$ cat src/logic/diag_select_pkg.sv
// constants and types for the diagnostic source select block
package diag_select_pkg;
	localparam int unsigned ADDR_W = 8;
	localparam int unsigned DATA_W = 16;
	localparam int unsigned SLOTS = 4;
	localparam int unsigned SEL_W = 4;
	localparam int unsigned RES_W = 16;
	localparam logic [ADDR_W-1:0] OFS_SELECT = 8'h24;
	localparam logic [ADDR_W-1:0] OFS_CONV_CTRL = 8'h23;
	localparam logic [ADDR_W-1:0] OFS_RESULT0 = 8'h2A;
	localparam logic [ADDR_W-1:0] OFS_RESULT3 = 8'h2D;
	localparam logic [DATA_W-1:0] SELECT_RESET = 16'h0000;
	localparam logic [DATA_W-1:0] RESULT_RESET = 16'h0000;
	localparam int unsigned SLOT_EN_LSB = 4;
	localparam int unsigned SLOT3_LSB = 12;
	localparam int unsigned SLOT2_LSB = 8;
	localparam int unsigned SLOT1_LSB = 4;
	localparam int unsigned SLOT0_LSB = 0;

	// one-hot source index on the analog mux control bus
	typedef enum logic [SEL_W-1:0] {
		SRC_ANALOG_GROUND = 4'h0,
		SRC_TEMP_SENSOR = 4'h1,
		SRC_ANALOG_SUPPLY = 4'h2,
		SRC_NEG_PUMP_SUPPLY = 4'h3,
		SRC_REFERENCE_OUT = 4'h4,
		SRC_ANALOG_REG_5V = 4'h5,
		SRC_ANALOG_REG_1V8 = 4'h6,
		SRC_DIGITAL_REG_1V8 = 4'h7,
		SRC_DIGITAL_CORE = 4'h8,
		SRC_INTERFACE_SUPPLY = 4'h9,
		SRC_TERMINAL_A = 4'hA,
		SRC_TERMINAL_B = 4'hB,
		SRC_TERMINAL_C = 4'hC,
		SRC_TERMINAL_D = 4'hD,
		SRC_LOW_VOLTAGE_IN = 4'hE
	} source_type;
	localparam int unsigned NUM_SOURCES = 15;
endpackage

$ cat src/logic/diag_source_select.sv
// diagnostic source select register, slot latching and result registers
// What this block does
// - 16-bit read/write select register at 0x24, resets to 0x0000, four 4-bit fields.
// - Slot 3 selector in bits 15:12; undefined codes route analog ground.
// - Slot 2 selector in bits 11:8; undefined codes route analog ground.
// - Slot 1 selector in bits 7:4; undefined codes route analog ground.
// - Slot 0 selector in bits 3:0; undefined codes route analog ground.
// - Code 0000 selects analog ground, 0001 the temperature sensor.
// - Code 0010 selects analog supply, 0011 the negative pump supply.
// - Codes 0100-0111 select reference out, 5V, 1.8V analog, 1.8V digital regulators.
// - Code 1000 selects digital core supply, 1001 the interface supply.
// - Codes 1010-1101 select terminal sense pins A through D.
// - Code 1110 selects the low-voltage input; 1111 falls back to ground.
// - Each slot result sits read-only at 0x2A to 0x2D in slot order.
// - A slot converts only when its enable bit, conv control bits 7:4, is set.
module diag_source_select
	import diag_select_pkg::*;
(
	// clock and reset
	input wire logic SYS_CLK,
	input wire logic RST,
	// register port from the serial interface
	input wire logic REG_WR,
	input wire logic REG_RD,
	input wire logic [ADDR_W-1:0] REG_ADDR,
	input wire logic [DATA_W-1:0] REG_WDATA,
	output logic [DATA_W-1:0] REG_RDATA,
	output logic REG_HIT,
	// conversion control word, held by the register file
	input wire logic [DATA_W-1:0] CONV_CTRL,
	// sequencer side
	input wire logic [SLOTS-1:0] SLOT_CONV_START,
	input wire logic [SLOTS-1:0] SLOT_CONV_DONE,
	input wire logic [RES_W-1:0] CONV_RESULT,
	output logic [SLOTS-1:0] SLOT_CONV_ACTIVE,
	// analog mux controls, one-hot per slot
	output logic [NUM_SOURCES-1:0] SLOT_SOURCE [SLOTS]
);
	// register file side
	logic [DATA_W-1:0] select_r;
	logic [DATA_W-1:0] select_nxt;
	logic [DATA_W-1:0] rdata_r;
	logic [DATA_W-1:0] rdata_nxt;
	logic hit_r;
	logic hit_nxt;
	// address decode
	logic wr_select;
	logic rd_select;
	logic rd_result;
	logic rd_mapped;
	logic [1:0] result_idx;
	logic [DATA_W-1:0] read_word;
	// per-slot views: enables from the control word, busy and result gathered from the slot generate
	logic [SLOTS-1:0] slot_enable;
	wire logic [SLOTS-1:0] slot_busy;
	wire logic [RES_W-1:0] slot_result [SLOTS];

	// refuse geometries the packing and the read decode cannot serve
	generate
		if (SLOTS * SEL_W != DATA_W)
		begin : g_bad_pack
			$error("slot selector fields must exactly fill the select word");
		end
		if (SLOTS != 4)
		begin : g_bad_slots
			$error("result decode serves exactly four slots");
		end
		if (OFS_RESULT3 - OFS_RESULT0 + 1 != SLOTS)
		begin : g_bad_span
			$error("result offsets do not span one word per slot");
		end
		if (NUM_SOURCES > (1 << SEL_W))
		begin : g_bad_sources
			$error("selector code too narrow for the source count");
		end
		if (SLOT_EN_LSB + SLOTS > DATA_W)
		begin : g_bad_enable
			$error("slot enables fall outside the control word");
		end
		if (RES_W > DATA_W)
		begin : g_bad_result
			$error("result wider than the read port");
		end
	endgenerate

	// control word slot enables
	assign slot_enable = CONV_CTRL[SLOT_EN_LSB +: SLOTS];

	// address decode; only the select word takes writes, results are read-only
	assign wr_select = REG_WR && (REG_ADDR == OFS_SELECT);
	assign rd_select = REG_ADDR == OFS_SELECT;
	assign rd_result = (REG_ADDR >= OFS_RESULT0) && (REG_ADDR <= OFS_RESULT3);
	assign rd_mapped = rd_select || rd_result;
	assign result_idx = 2'(REG_ADDR - OFS_RESULT0);

	// next values
	assign select_nxt = wr_select ? REG_WDATA : select_r;
	assign read_word = rd_select ? select_r :
		rd_result ? slot_result[result_idx] : 16'h0000;
	// read data stands until the next read
	assign rdata_nxt = REG_RD ? read_word : rdata_r;
	assign hit_nxt = REG_RD && rd_mapped;

	// select register
	always_ff @(posedge SYS_CLK)
	begin
		if (RST)
		begin
			select_r <= SELECT_RESET;
		end
		else
		begin
			select_r <= select_nxt;
		end
	end

	// read data
	always_ff @(posedge SYS_CLK)
	begin
		if (RST)
		begin
			rdata_r <= 16'h0000;
		end
		else
		begin
			rdata_r <= rdata_nxt;
		end
	end

	// mapped-read pulse
	always_ff @(posedge SYS_CLK)
	begin
		if (RST)
		begin
			hit_r <= 1'b0;
		end
		else
		begin
			hit_r <= hit_nxt;
		end
	end

	genvar s;
	generate
		for (s = 0; s < SLOTS; s++)
		begin : g_slot
			logic [SEL_W-1:0] field;
			logic start_ok;
			logic done_ok;
			logic [NUM_SOURCES-1:0] onehot;
			logic [SEL_W-1:0] code_r;
			logic [SEL_W-1:0] code_nxt;
			logic busy_r;
			logic busy_nxt;
			logic [RES_W-1:0] res_r;
			logic [RES_W-1:0] res_nxt;
			logic [NUM_SOURCES-1:0] source_r;

			// field s occupies bits 4s+3:4s
			assign field = select_r[s*SEL_W +: SEL_W];
			// a start while busy or disabled is dropped
			assign start_ok = SLOT_CONV_START[s] && slot_enable[s] && !busy_r;
			// a stray done with no conversion running is dropped
			assign done_ok = SLOT_CONV_DONE[s] && busy_r;
			// code captured at start so a rewrite mid-conversion waits
			assign code_nxt = start_ok ? field : code_r;
			assign busy_nxt = start_ok ? 1'b1 : (done_ok ? 1'b0 : busy_r);
			assign res_nxt = done_ok ? CONV_RESULT : res_r;

			// held selector code
			always_ff @(posedge SYS_CLK)
			begin
				if (RST)
				begin
					code_r <= SRC_ANALOG_GROUND;
				end
				else
				begin
					code_r <= code_nxt;
				end
			end

			// conversion in progress
			always_ff @(posedge SYS_CLK)
			begin
				if (RST)
				begin
					busy_r <= 1'b0;
				end
				else
				begin
					busy_r <= busy_nxt;
				end
			end

			// result word
			always_ff @(posedge SYS_CLK)
			begin
				if (RST)
				begin
					res_r <= RESULT_RESET;
				end
				else
				begin
					res_r <= res_nxt;
				end
			end

			slot_source_decode u_decode (
				.code(code_r),
				.onehot(onehot)
			);

			// mux control, ground out of reset
			always_ff @(posedge SYS_CLK)
			begin
				if (RST)
				begin
					source_r <= NUM_SOURCES'(1);
				end
				else
				begin
					source_r <= onehot;
				end
			end

			assign slot_busy[s] = busy_r;
			assign slot_result[s] = res_r;
			assign SLOT_SOURCE[s] = source_r;
		end
	endgenerate

	assign SLOT_CONV_ACTIVE = slot_busy;
	assign REG_RDATA = rdata_r;
	assign REG_HIT = hit_r;
endmodule // diag_source_select

$ cat src/logic/slot_source_decode.sv
// decodes one slot selector into a one-hot source select
module slot_source_decode
	import diag_select_pkg::*;
(
	// selector code
	input wire logic [SEL_W-1:0] code,
	// one-hot source select
	output logic [NUM_SOURCES-1:0] onehot
);
	logic [SEL_W-1:0] legal_code;

	// 1111 falls back to ground
	assign legal_code = (code == 4'hF) ? SRC_ANALOG_GROUND : code;
	// codes 0..14 map straight onto source order
	assign onehot = NUM_SOURCES'(1) << legal_code;
endmodule // slot_source_decode

$ cat config.mk
export PLATFORM = sky130hd
export DESIGN_NAME = diag_source_select
export DESIGN_NICKNAME = d
export VERILOG_FILES = /design/src/logic/diag_select_pkg.sv /design/src/logic/diag_source_select.sv /design/src/logic/slot_source_decode.sv
export SDC_FILE = /design/constraint.sdc
export NUM_CORES = 1
export LEC_CHECK = 0
export BUFFER_PORTS_ARGS = -buffer_cell sky130_fd_sc_hd__buf_2
export CAP_MARGIN = 25
export CELL_PAD_IN_SITES_DETAIL_PLACEMENT = 1
export CELL_PAD_IN_SITES_GLOBAL_PLACEMENT = 1
export CORE_ASPECT_RATIO = 1.25
export CORE_MARGIN = 3
export CORE_UTILIZATION = 40
export DETAILED_ROUTE_END_ITERATION = 10
export PLACE_DENSITY = 0.85
export SYNTH_ARGS = -nofsm -noshare
export SYNTH_HDL_FRONTEND = slang
export SYNTH_SLANG_ARGS = --single-unit
$ cat constraint.sdc
create_clock -name SYS_CLK -period 2.59 [get_ports SYS_CLK]
set_clock_uncertainty 0.2 [all_clocks]
set_input_delay 0.518 -clock SYS_CLK [delete_from_list [all_inputs] [get_ports SYS_CLK]]
set_output_delay 0.518 -clock SYS_CLK [all_outputs]
set_load 0.05 [all_outputs]
; Word level (Yosys, flattened, before mapping)
; Index checks and enable logic that the tools add are counted.
[classes]
bitwise = 1
mux = 17
shift = 4
n_eq_ne = 5
add_sub_neg = 1
reduce_logical = 24
order_cmp = 3
[ops]
columns = operator, count
row1 = two-way mux 16 bit, 4
row2 = "<< shifter 1 x 4 -> 15 bit, first input constant", 4
row3 = binary-select mux 16 bit (select 2 bit), 1
row4 = "equality test 4 bit, second input constant", 4
row5 = two-way mux 4 bit, 4
row6 = logical AND 1 bit, 15
row7 = "equality test 8 x 6 -> 1 bit, second input constant", 1
row8 = "greater-or-equal comparator 8 x 6 -> 1 bit, second input constant", 1
row9 = "less-or-equal comparator 8 x 6 -> 1 bit, second input constant", 1
row10 = two-way mux 1 bit, 8
row11 = nonzero test 2 bit, 4
row12 = zero test 1 bit, 4
row13 = "greater-or-equal comparator 3 bit, second input constant", 1
row14 = inverter 2 -> 3 bit, 1
row15 = "subtractor 2 bit, second input constant", 1
row16 = logical OR 1 bit, 1
[word_totals]
inputBits = 68
wordCells = 74
out_inout_bits = 81
regBits = 177

; Logic depth before layout (Yosys ltp)
; Gate-level depths: netlist of run 1.
[depth]
ltp_word = 7
mapped_depth = 6
ltp_nobuf = 3

; Modules after synthesis
; Synthesis of run 1 repeated with hierarchy kept, for this count alone.
[hier_totals]
hier_cells = 739
area_unflattened_um2 = 6718.9
[by_module_without_submodules]
columns = module, cells_per_inst, area_each_um2, n_inst, seq_area_each_um2
row1 = diag_source_select, 651, 6293.5, 1, 3543.4
row2 = slot_source_decode, 22, 106.4, 4, 0.0

; Least setup slack after synthesis of run 1
; No wires, ideal clock.
[synth_path]
path_kind = input to register
startpoint = in REG_ADDR[0]
endpoint = reg rdata_r[10] (netlist: REG_RDATA[10])
arrival_ps = 1713
n_path_buf = 2
path_stages = 5
setup_ps = 128
required_ps = 2262
slack_ps = 549
cell_sequence = buf_6 buf_2 mux4_2 a32oi_1 o21ai_1
[synth_between]
elab_chain_cells = 7
word_cells_on_any_way = 11
cone_classes = add/sub: 1 / order compare: 2 / eq/ne: 1 / mux: 5 / bitwise: 1 / reduce/logical: 1
[synth_lines]
columns = element, line
row1 = start: declaration, diag_source_select.sv:25  ; input wire logic [ADDR_W-1:0] REG_ADDR,
row2 = subtractor 2 bit, diag_source_select.sv:94  ; assign result_idx = 2'(REG_ADDR - OFS_RESULT0);
row3 = inverter 2 -> 3 bit (implied by the code), diag_source_select.sv:99  ; rd_result ? slot_result[result_idx] : 16'h0000;
row4 = binary-select mux 16 bit (select 2 bit), diag_source_select.sv:99
row5 = two-way mux 16 bit (implied by the code) (2 in a row), diag_source_select.sv:99
row6 = two-way mux 16 bit, diag_source_select.sv:99
row7 = two-way mux 16 bit (*), diag_source_select.sv:98  ; assign read_word = rd_select ? select_r :
row8 = end signal: assignment, diag_source_select.sv:126  ; rdata_r <= rdata_nxt;
row9 = end: declaration, diag_source_select.sv:42  ; logic [DATA_W-1:0] rdata_r;
; Every way passes the cells marked *; elsewhere a longest branch is shown, timed or not. The select of a mux whose other input is x is not followed.
; A chain may end at the register's enable or synchronous reset.

; Worst setup path in the final report of run 1
[layout_path]
startpoint = in REG_ADDR[0]
endpoint = reg rdata_r[7] (netlist: REG_RDATA[7])
; Same word-level chain as after synthesis.

==> impl_results.md, run 1 <==
- Outcome: completed
- Resized cells post-CTS: 0
- Initial antenna violation count: 1
- Setup_tns: 0 ns
- Aggregate global-route resource usage: 19.56%
- Power consumption: 0.005962 W
- CP endpoint kind: register
- Largest net degree at the start of global routing: 69
- Area delta synth->final: 22.83%
- DRT Wirelength: 17160 um
- Vias in the first global route: 5342
- FMAX: 544.2 MHz
- Row Count: 51
- Io pins: 149
- WHS Path Cells: 3
- Sw frac: 20.89%
- Final non-filler cell total: 1032
- Max-cap viol count: 0
- Final setup violation count: 0
- RSZ-0062 raised after global routing: false
- Rel. slew slack: 52.00%
- Vias: 5267
- Post-DP HPWL: 11720 um
- Starting Density: 41.23%
- Die Y: 148.5 um
- Commonest non-fill, non-tap cells in the layout: dfxtp_1 (177), nand2_1 (157), buf_2 (135)
- R2r worst-path depth: 3
- Worst skew pair latency: 0.43 ns
- H-tree lvl count: 4
- Worst slew pin tran: 0.7199 ns
- Worst EP required: 2.71 ns
- Die W: 120.0 um
- Seq cells post-synth: 177
- Drt wl/cell: 16.63 um
- Drt first-iter violations: 204
- Pint: 0.004717 W
- Post-Syn Instances: 691
- Warning count from the yosys run: 0
- Sequential fraction of the synthesis area: 54.52%
- Period minus WS final: 1.838 ns
- Port buffer count: 136
- Worst setup SP type: input port
- Peak VDD IR: 0.4344 mV
- Post-synth cell types: 27
- Share of cells above drive strength 1: 24.27%
- Hold_buf cts: 0
- Worst-path fanout max: 13
- Bufs on Longest Clock Path: 2
- Syn avg cell area: 9.405 sq um
- Final Hold Viols: 0
- Routed Antenna Nets: 0
- Total grt overflow: 0
- Sink Count: 177
- Total die area: 17820 sq um
- Combinational share of power: 4.9%
- Final period utilization: 70.95%
- Synthesized Nets: 759
- # nets final: 877
- CTS tree: yes
- Commonest non-fill, non-tap cell in the layout: dfxtp_1
- Clock network power share: 48.7%
- Clock-pin slew on the worst setup and hold paths: 0.06 ns
- Critical Path AT: 1.95 ns
- Fin. max-slew vios: 0
- Core Box Area: 15760 sq um
- Via/cell ratio: 5.104
- Min Hold Slack: 0.1470 ns
- Synth Cell Area: 6499 sq um
- Leakage: 3.176 nW
- CTS buffer count: 17
- WS Path Type: in -> reg
- PD cells: 746.9 nW/um^2
- Placed insts: 1001
- Global-route wire length before repair: 27430 um
- DRC violations left: 0
- First drt pass iteration count: 6
- Root buffer cell: clkbuf_16
- Switching pwr: 0.001245 W
- Sequential share of power: 46.4%
- Worst Hold Class: in -> reg
- Post-CTS setup buffers: 0
- RD Place Congestion: 0.7523
- Antenna Cells: 0
## cells in the mapped netlist
library cell	n	share of area, %
buf_6	2	0.35
nor2_1	66	3.8
nand2b_1	45	4.3
buf_1	1	0.058
mux4_2	16	5.5
buf_2	4	0.31
o21ai_0	4	0.31
buf_12	1	0.31
clkbuf_1	38	2.2
or3b_2	3	0.40
or3_1	4	0.38
nor4b_4	1	0.37
mux2i_1	32	4.9
nor4b_1	1	0.13
dfxtp_1	177	55
o41ai_1	4	0.54
and3_1	1	0.096
a32oi_1	16	2.2
and2_1	4	0.38
o21ai_1	12	0.92
nor3_1	12	0.92
buf_4	5	0.58
a41oi_1	4	0.54
a21oi_1	69	5.3
nand3b_1	11	1.3
xor2_2	1	0.25
nand2_1	157	9.1
## cell type report
type | instances | area [sq um]
Fill cell | 1816 | 7779
Sequential cell | 177 | 3543
Multi-Input combinational cell | 463 | 2709
Timing Repair Buffer | 150 | 800.8
Clock buffer | 21 | 460.4
Tap cell | 212 | 265.3
Clock inverter | 9 | 203.9
## stage by stage
stage | setup WS [ns] | util (%) | instance area (sq um)
CTS | 0.7316 | 50.60 | 7975
global route | 0.6263 | 50.65 | 7983
global placement | 0.3130 | 46.38 | 7311
detailed placement | 0.2874 | 46.38 | 7311
floorplan | 0.5490 | - | 6499
finish | 0.7525 | 50.65 | 7983
## routing by layer
metal / part of all wire [%] / track usage (%) / up-vias
li1: - / - / 2557
met1: 42 / 22.74 / 2535
met2: 50 / 34.23 / 141
met3: 5.2 / 4.488 / 32
met4: 2.7 / 8.825 / 2
met5: 0.047 / 0 / -
## critical path: stages
cell	delay (ns)
buf_2	0.39
buf_4	0.25
mux4_2	0.51
a32oi_1	0.21
o21ai_1	0.07
## worst paths after layout
kind / start / end / slack [ns]
min reg2reg: g_slot[0].res_r[3] / g_slot[0].res_r[3] / 0.26
max: REG_ADDR[0] / REG_RDATA[7] / 0.75
min: REG_WDATA[0] / select_r[0] / 0.15
max reg2reg: g_slot[3].busy_r / g_slot[3].res_r[4] / 0.97
## power groups by stage
stage          clock [W]  combinational (W)  sequential [W]
6_report         0.00290           0.000291         0.00277
5_1_grt          0.00307           0.000317         0.00277
4_1_cts          0.00294           0.000293         0.00277
3_5_place_dp           0           0.000289         0.00283
3_3_place_gp           0           0.000282         0.00283
2_1_floorplan          0           0.000184         0.00282
## cell families (layout without fill, tap and decap cells)
kind of cell | after synthesis | count (layout) | synth area share (%)
buffers and inverters | 51 | 180 | 3.793
and+or+nand+nor | 305 | 305 | 21.18
muxes | 48 | 48 | 10.47
DFF | 177 | 177 | 54.52
AOI/OAI and AO/OA | 109 | 109 | 9.780
xor gates and xnor gates | 1 | 1 | 0.2504
## registers in the layout, indices dropped and copies added (netlist names)
name / count
g_slot.code_r: 16
REG_HIT: 1
REG_RDATA: 16
g_slot.source_r: 60
g_slot.busy_r: 4
g_slot.res_r: 64
select_r: 16
No activity file was read; power rests on OpenSTA's default activity.
==> run 2: changes to the inputs <==
==> constraint.sdc (replaced) <==
create_clock -name SYS_CLK -period 1.8 [get_ports SYS_CLK]
set_clock_uncertainty 0.2 [all_clocks]
set_input_delay 0.36 -clock SYS_CLK [delete_from_list [all_inputs] [get_ports SYS_CLK]]
set_output_delay 0.36 -clock SYS_CLK [all_outputs]
set_load 0.05 [all_outputs]
==> run 2 against run 1 <==
  * Clock power increased by 27%
  * Final cell count increased by 1.7%
  * Worst setup slack got worse by 0.61 ns
  * Global-route usage increased by 0.29 points
  * Clock-buffer cell count unchanged
  * Non-clock buffer count increased by 17
  * Register-to-register slack got worse by 0.64 ns
  * Sequential cell count unchanged
==> impl_results.md, run 2 (synthesis results as in run 1) <==
- Leakage: 3.228 nW (was 3.176 nW)
- Crit-path cells: buf_2 (was buf_2, buf_4, mux4_2, a32oi_1, o21ai_1)
- Sw frac: 21.56% (was 20.89%)
- DRC violations left: 0 (unchanged)
- Largest net degree at the start of global routing: 67 (was 69)
- First drt pass iteration count: 4 (was 6)
- CTS buffer count: 17 (unchanged)
- Period minus WS final: 1.657 ns
- Top layer in use: met4 (was met5)
- Hold Path Origin: REG_WDATA[0] (unchanged)
- Sequential share of power: 49.2% (was 46.4%)
- Final Hold Viols: 0 (unchanged)
- Starting Density: 41.23% (unchanged)
- Max reg flops: 64 (unchanged)
- RSZ-0062 raised after global routing: false (unchanged)
- Worst path bufs/invs: 1 (was 2)
- Reg2reg start: g_slot[1].res_r[3] (was g_slot[3].busy_r)
- Combinational share of power: 5.6% (was 4.9%)
- Worst-path fanout max: 5 (was 13)
- Vias: 5292 (was 5267)
- Worst skew pair latency: 0.42 ns (was 0.43 ns)
- Slowest stage cell, crit path: dfxtp_1 (was mux4_2)
- Commonest non-fill, non-tap cells in the layout: dfxtp_1 (177), nand2_1 (157), buf_2 (135) (unchanged)
- WS Path Type: reg -> out (was in -> reg)
- Io pins: 149 (unchanged)
- Critical Path AT: 1.10 ns (was 1.95 ns)
- Post-DP HPWL: 12190 um (was 11720 um)
- Die W: 120.0 um (unchanged)
- Largest registers: g_slot.res_r: 64 flops, g_slot.source_r: 60 flops (unchanged)
- Worst Hold Class: in -> reg (unchanged)
- Worst setup SP type: register (was input port)
- Min Hold Slack: 0.01066 ns (was 0.1470 ns)
- Most flops, register: g_slot.res_r (unchanged)
- Final non-filler cell total: 1050 (was 1032)
- Pint: 0.006356 W (was 0.004717 W)
- Die Y: 148.5 um (unchanged)
- DRT Wirelength: 17100 um (was 17160 um)
- Power consumption: 0.008103 W (was 0.005962 W)
- Global-route wire length before repair: 28280 um (was 27430 um)
- Antenna Cells: 0 (unchanged)
- Share of cells above drive strength 1: 24.94% (was 24.27%)
- Wire length on met2: 8876 um (was 8586 um)
- RD Place Congestion: 0.7682 (was 0.7523)
- Bufs on Longest Clock Path: 2 (unchanged)
- M1 WL: 7091 um (was 7199 um)
- Total grt overflow: 0 (unchanged)
- CP endpoint kind: primary output (was register)
- Port buffer count: 136 (unchanged)
- Area delta synth->final: 24.45% (was 22.83%)
- Drt first-iter violations: 307 (was 204)
- Placed insts: 1012 (was 1001)
- Worst slew pin tran: 0.7674 ns (was 0.7199 ns)
- # nets final: 894 (was 877)
- CP top delay family: flip-flops (was buffers and inverters)
- H-tree lvl count: 4 (unchanged)
- Root buffer cell: clkbuf_16 (unchanged)
- Final WS setup: 0.1431 ns (was 0.7525 ns)
- Total die area: 17820 sq um (unchanged)
- Aggregate global-route resource usage: 19.85% (was 19.56%)
- Row Count: 51 (unchanged)
- Via/cell ratio: 5.040 (was 5.104)
- Area of the multi-input gates: 2709 sq um (unchanged)
- Routed Antenna Nets: 0 (unchanged)
- Filler cell count: 1842 (was 1816)
- Final period utilization: 92.05%
- FMAX: 603.5 MHz
- R2R Setup Slk: 0.33 ns (was 0.97 ns)
- Clock network power share: 45.2% (was 48.7%)
- Outcome: completed (unchanged)
- Drt wl/cell: 16.29 um (was 16.63 um)
- Final setup violation count: 0 (unchanged)
- Peak VDD IR: 0.4697 mV (was 0.4344 mV)
- CP startpoint: g_slot[0].busy_r (was REG_ADDR[0])
- FF+latch area: 3543 sq um (unchanged)
- Worst path max stage delay: 0.39 ns (was 0.51 ns)
- Metal3 WL: 738 um (was 901 um)
- Max-cap viol count: 0 (unchanged)
- Clock-pin slew on the worst setup and hold paths: 0.06 ns (about the same)
- Rel. slew slack: 48.80% (was 52.00%)
- PD cells: 1002 nW/um^2 (was 746.9 nW/um^2)
- Initial antenna violation count: 0 (was 1)
- Commonest non-fill, non-tap cell in the layout: dfxtp_1 (unchanged)
- Worst EP required: 1.24 ns (was 2.71 ns)
- Switching pwr: 0.001747 W (was 0.001245 W)
- Sink Count: 177 (unchanged)
- Post-place setup slack: -0.1156 ns (was 0.2874 ns)
- Core Box Area: 15760 sq um (unchanged)
- Fin. max-slew vios: 0 (unchanged)
- Vias in the first global route: 5687 (was 5342)
- CTS tree: yes (unchanged)
-- run 2: changes by cell type in the layout (fill, tap and decap cells not counted), moves of 3 or more --
cell,previous run,this run
buf_4,14,21
dlygate4sd3_1,0,7
buf_12,1,4
bufinv_16,6,3
clkinv_2,0,3
-- run 2: power groups by stage --
stage / Sequential [W] / Combinational, W / Clock [W]
finish: 0.00398 / 0.000453 / 0.00367
global route: 0.00399 / 0.000497 / 0.00392
CTS: 0.00398 / 0.000457 / 0.00374
detailed placement: 0.00407 / 0.000441 / 0
global placement: 0.00407 / 0.000429 / 0
floorplan: 0.00406 / 0.000266 / 0
-- run 2: what timing repair did --
action / 4_1_cts / 5_1_grt
endpoints found under the setup margin: 0 / 0
buffers inserted: 0 / 0
gates resized for setup: 0 / 0
hold buffers: 7 / 0
hold endpoints to repair: 9 / 0
-- run 2: area by class of cell --
type                    instances  share of cell area, %
clock buffers                  21                  5.569
clock inverters                10                  1.686
multi-input cells             463                  33.49
flip-flops and latches        177                  43.81
well taps                     212                  3.280
repair buffers                167                  12.16
-- run 2: path summary, 6_finish.rpt --
| kind | to | depth (start not counted) |
|---|---|---|
| hold reg to reg | REG_RDATA[5] | 2 |
| setup / recovery | SLOT_CONV_ACTIVE[0] | 1 |
| setup reg to reg | REG_RDATA[3] | 3 |
| hold / removal | select_r[0] | 3 |
-- run 2: stage by stage --
| step | setup TNS [ns] | util (%) | cell area [sq um] |
|---|---|---|---|
| after floorplan | 0 | - | 6501 |
| after global placement | -1.931 | 47.10 | 7423 |
| after detailed placement | -2.588 | 47.15 | 7431 |
| after CTS | 0 | 51.31 | 8088 |
| after global routing | 0 | 51.31 | 8088 |
| final | 0 | 51.31 | 8088 |
-- run 2: routing by layer --
metal  vias up  GRT usage (%)
li1       2597              -
met1      2534          22.73
met2       129          36.12
met3        32          4.032
met4         0          7.736
met5         -              0
==> run 3: changes to the inputs <==
--- a/config.mk
+++ b/config.mk
@@ -6,14 +6,15 @@
 export NUM_CORES = 1
 export LEC_CHECK = 0
 export BUFFER_PORTS_ARGS = -buffer_cell sky130_fd_sc_hd__buf_2
-export CAP_MARGIN = 25
+export CAP_MARGIN = 5
 export CELL_PAD_IN_SITES_DETAIL_PLACEMENT = 1
 export CELL_PAD_IN_SITES_GLOBAL_PLACEMENT = 1
 export CORE_ASPECT_RATIO = 1.25
-export CORE_MARGIN = 3
+export CORE_MARGIN = 2
 export CORE_UTILIZATION = 40
 export DETAILED_ROUTE_END_ITERATION = 10
 export PLACE_DENSITY = 0.85
 export SYNTH_ARGS = -nofsm -noshare
 export SYNTH_HDL_FRONTEND = slang
+export SYNTH_HIERARCHICAL = 1
 export SYNTH_SLANG_ARGS = --single-unit
==> run 3 against run 2 <==
  * Clock-buffer cell count down 3
  * Largest cell class unchanged
  * Synthesized cell count is 6.9% higher
  * Maximum frequency down 6.4%
  * Clock power is 5% lower
  * Non-clock buffer count grew 8
  * Area after synthesis is 3.4% higher
  * Combinational power shrank 4%
  * Design area grew 3.5%
  * Via count is 5.8% higher
  * Largest power group unchanged
  * Sequential share of layout area shrank 1.5 points
  * Die area rose by 0.19%
==> impl_results.md, run 3 <==
- Sw frac: 24.36% (was 21.56%)
- Clock-pin slew on the worst setup and hold paths: 0.07 ns (was 0.06 ns)
- Filler cell count: 1968 (was 1842)
- Fin. max-slew vios: 0 (unchanged)
- Via/cell ratio: 5.005 (was 5.040)
- Max reg flops: 64 (unchanged)
- CTS tree: yes (unchanged)
- Post-DP HPWL: 12310 um (was 12190 um)
- Hold_buf cts: 18 (was 7)
- Worst slew pin tran: 0.4722 ns (was 0.7674 ns)
- Crit Reg-Reg Endpoint: g_slot[2].code_r[0] (was REG_RDATA[3])
- Sink Count: 177 (unchanged)
- WS Path Type: in -> reg (was reg -> out)
- Post-CTS setup buffers: 0 (unchanged)
- Most common cell in the synthesized netlist: dfxtp_1 (unchanged)
- Synthesized Nets: 807 (was 759)
- Setup_tns: 0 ns (unchanged)
- Switching pwr: 0.001929 W (was 0.001747 W)
- RSZ-0062 raised after global routing: false (unchanged)
- Post-synth cell types: 30 (was 27)
- Worst skew pair latency: 0.42 ns (about the same)
- R2r worst-path depth: 3 (unchanged)
- Syn avg cell area: 9.092 sq um (was 9.405 sq um)
- Combinational share of power: 5.5% (was 5.6%)
- Worst Hold Class: in -> reg (unchanged)
- Wire length on met2: 9719 um (was 8876 um)
- Total grt overflow: 0 (unchanged)
- R2R Setup Slk: 0.31 ns (was 0.33 ns)
- Period minus WS final: 1.770 ns (was 1.657 ns)
- Drt wl/cell: 15.86 um (was 16.29 um)
- Die Y: 148.9 um (was 148.5 um)
- Peak VDD IR: 0.6384 mV (was 0.4697 mV)
- First drt pass iteration count: 4 (unchanged)
- Total die area: 17860 sq um (was 17820 sq um)
- Resized cells post-CTS: 0 (unchanged)
- Final Hold Viols: 0 (unchanged)
- Antenna Cells: 0 (unchanged)
- Commonest cells in the netlist: dfxtp_1 (177), nand2_1 (173), a21oi_1 (84) (was dfxtp_1 (177), nand2_1 (157), a21oi_1 (69))
- Most common flop cell mapped by yosys: dfxtp_1 (unchanged)
- Largest registers: g_slot.res_r: 64 flops, g_slot.source_r: 60 flops (unchanged)
- Starting Density: 40.37% (was 41.23%)
- Routed Antenna Nets: 0 (unchanged)
- Synth area leader: dfxtp_1 (unchanged)
- Commonest non-fill, non-tap cells in the layout: dfxtp_1 (177), nand2_1 (173), buf_2 (135) (was dfxtp_1 (177), nand2_1 (157), buf_2 (135))
- PD cells: 946.0 nW/um^2 (was 1002 nW/um^2)
- Most flops, register: g_slot.res_r (unchanged)
- DRT Wirelength: 17750 um (was 17100 um)
- Global-route wire length before repair: 28740 um (was 28280 um)
- M1 WL: 7129 um (was 7091 um)
- CTS buffer count: 17 (unchanged)
- Die W: 119.9 um (was 120.0 um)
- Worst-path fanout max: 16 (was 5)
- Vias in the first global route: 5764 (was 5687)
- Worst EP required: 1.89 ns (was 1.24 ns)
- Root buffer cell: clkbuf_16 (unchanged)
- Initial antenna violation count: 1 (was 0)
- Largest net degree at the start of global routing: 98 (was 67)
- Top layer in use: met5 (was met4)
- FMAX: 564.9 MHz (was 603.5 MHz)
- Io pins: 149 (unchanged)
- Drt first-iter violations: 424 (was 307)
- H-tree lvl count: 4 (unchanged)
- Pint: 0.005988 W (was 0.006356 W)
- Post-synth ARST share: 0% (unchanged)
- Commonest non-fill, non-tap cell in the layout: dfxtp_1 (unchanged)
- Final period utilization: 98.34% (was 92.05%)
- Aggregate global-route resource usage: 20.48% (was 19.85%)
- Leakage: 3.363 nW (was 3.228 nW)
- DRC violations left: 0 (unchanged)
- Row Count: 53 (was 51)
- Clock network power share: 44.2% (was 45.2%)
- Rel. slew slack: 68.43% (was 48.80%)
- EDFF count, synth: 0 (unchanged)
- Critical Path AT: 1.86 ns (was 1.10 ns)
- Seq cells post-synth: 177 (unchanged)
- Ranking of synthesized cells by area: dfxtp_1 (53%), nand2_1 (9.7%), a21oi_1 (6.3%) (was dfxtp_1 (55%), nand2_1 (9.1%), mux4_2 (5.5%))
- Port buffer count: 136 (unchanged)
- Synth Cell Area: 6719 sq um (was 6499 sq um)
- Sequential share of power: 50.3% (was 49.2%)
- Post-route cell area: 8368 sq um (was 8088 sq um)
- Final setup violation count: 0 (unchanged)
- Area delta synth->final: 24.54% (was 24.45%)
- RD Place Congestion: 0.7581 (was 0.7682)
- Top-area cell type share of the netlist area: 52.74% (was 54.52%)
- Vias: 5601 (was 5292)
- Post-Syn Instances: 739 (was 691)
- Warning count from the yosys run: 6 (was 0)
- Share of cells above drive strength 1: 23.80% (was 24.94%)
- Sequential fraction of the synthesis area: 52.74% (was 54.52%)
- Metal3 WL: 566 um (was 738 um)
- # nets final: 954 (was 894)
- CP startpoint: REG_ADDR[4] (was g_slot[0].busy_r)
- DP Area: 7631 sq um (was 7431 sq um)
- Core Box Area: 16640 sq um (was 15760 sq um)
- Worst setup SP type: input port (was register)
- Bufs on Longest Clock Path: 2 (unchanged)
- CP endpoint kind: register (was primary output)
- Max-cap viol count: 0 (unchanged)
- Reg2reg start: g_slot[2].busy_r (was g_slot[1].res_r[3])
- Outcome: completed (unchanged)
- Power consumption: 0.007916 W (was 0.008103 W)
- Crit path to: select_r[9] (was SLOT_CONV_ACTIVE[0])
[run 3: cell count changes in the layout (fill, tap and decap cells not counted), sizes merged, moves of 5 or more]
| cell | before | now |
|---|---|---|
| nor2b | 0 | 56 |
| nand2b | 45 | 16 |
| nor2 | 66 | 49 |
| a32oi | 16 | 0 |
| nand2 | 157 | 173 |
| nand3 | 0 | 16 |
| a21oi | 69 | 84 |
| nor3 | 12 | 25 |
| dlygate4sd3 | 7 | 18 |
| inv | 0 | 11 |
| nand3b | 11 | 4 |
| or4 | 0 | 5 |
[run 3: power by group through the flow]
stage          Sequential [W]  Clock [W]  Combinational (W)
5_1_grt               0.00398    0.00372           0.000478
3_5_place_dp          0.00407          0           0.000406
6_report              0.00398    0.00350           0.000437
4_1_cts               0.00398    0.00356           0.000440
2_1_floorplan         0.00406          0           0.000246
3_3_place_gp          0.00407          0           0.000397
[run 3: area by class of cell]
class	count	area (sq um)	share of cell area [%]
Timing Repair Buffer	175	1084	12.95
Multi-Input combinational cell	512	2898	34.63
Clock inverter	14	117.6	1.406
Clock buffer	18	439.2	5.248
Inverter	3	11.26	0.1346
Sequential cell	177	3543	42.34
Tap cell	220	275.3	3.289
[run 3: routing by layer]
| layer | global-route usage, % | up-vias |
|---|---|---|
| met5 | 0 | - |
| met4 | 8.588 | 2 |
| met3 | 3.976 | 21 |
| met2 | 38.61 | 111 |
| met1 | 22.12 | 2725 |
| li1 | - | 2742 |
[run 3: worst min-delay path by stage]
stage / cells past startpoint / to / startpoint
6_report: 3 / g_slot[0].res_r[14] / CONV_RESULT[14]
2_1_floorplan: 2 / g_slot[3].res_r[0] / g_slot[3].res_r[0]
3_3_place_gp: 2 / g_slot[0].res_r[8] / g_slot[0].res_r[8]
4_1_cts: 3 / g_slot[1].res_r[3] / CONV_RESULT[3]
5_1_grt: 3 / select_r[7] / REG_WDATA[7]
3_5_place_dp: 2 / REG_RDATA[6] / REG_RDATA[6]
[run 3: cells by family (layout without fill, tap and decap cells)]
logic type,after synthesis,after routing,share of synthesized area [%]
flip-flops,177,177,52.74
XOR/XNOR,1,1,0.1304
buffers and inverters,50,210,4.134
AO/OA/AOI/OAI,105,105,7.914
multiplexers,48,48,10.13
AND/OR/NAND/NOR,358,358,24.95
[run 3: per-stage QoR]
stage	cells	util, %	setup slack (ns)	hold slack, ns
3_3_place_gp	1069	45.85	-0.3496	0.2377
5_1_grt	1119	50.27	0.02562	0.003186
3_5_place_dp	1069	45.85	-0.3800	0.2437
4_1_cts	1119	50.27	0.06343	0.0002136
6_report	1119	50.27	0.02991	0.008232
2_1_floorplan	739	-	-0.2820	0.2308
[run 3: worst max-delay path, stage by stage]
cell     delay [ns]
buf_2          0.10
or4b_4         0.56
or4_4          0.62
nand2_1        0.13
a21oi_1        0.08
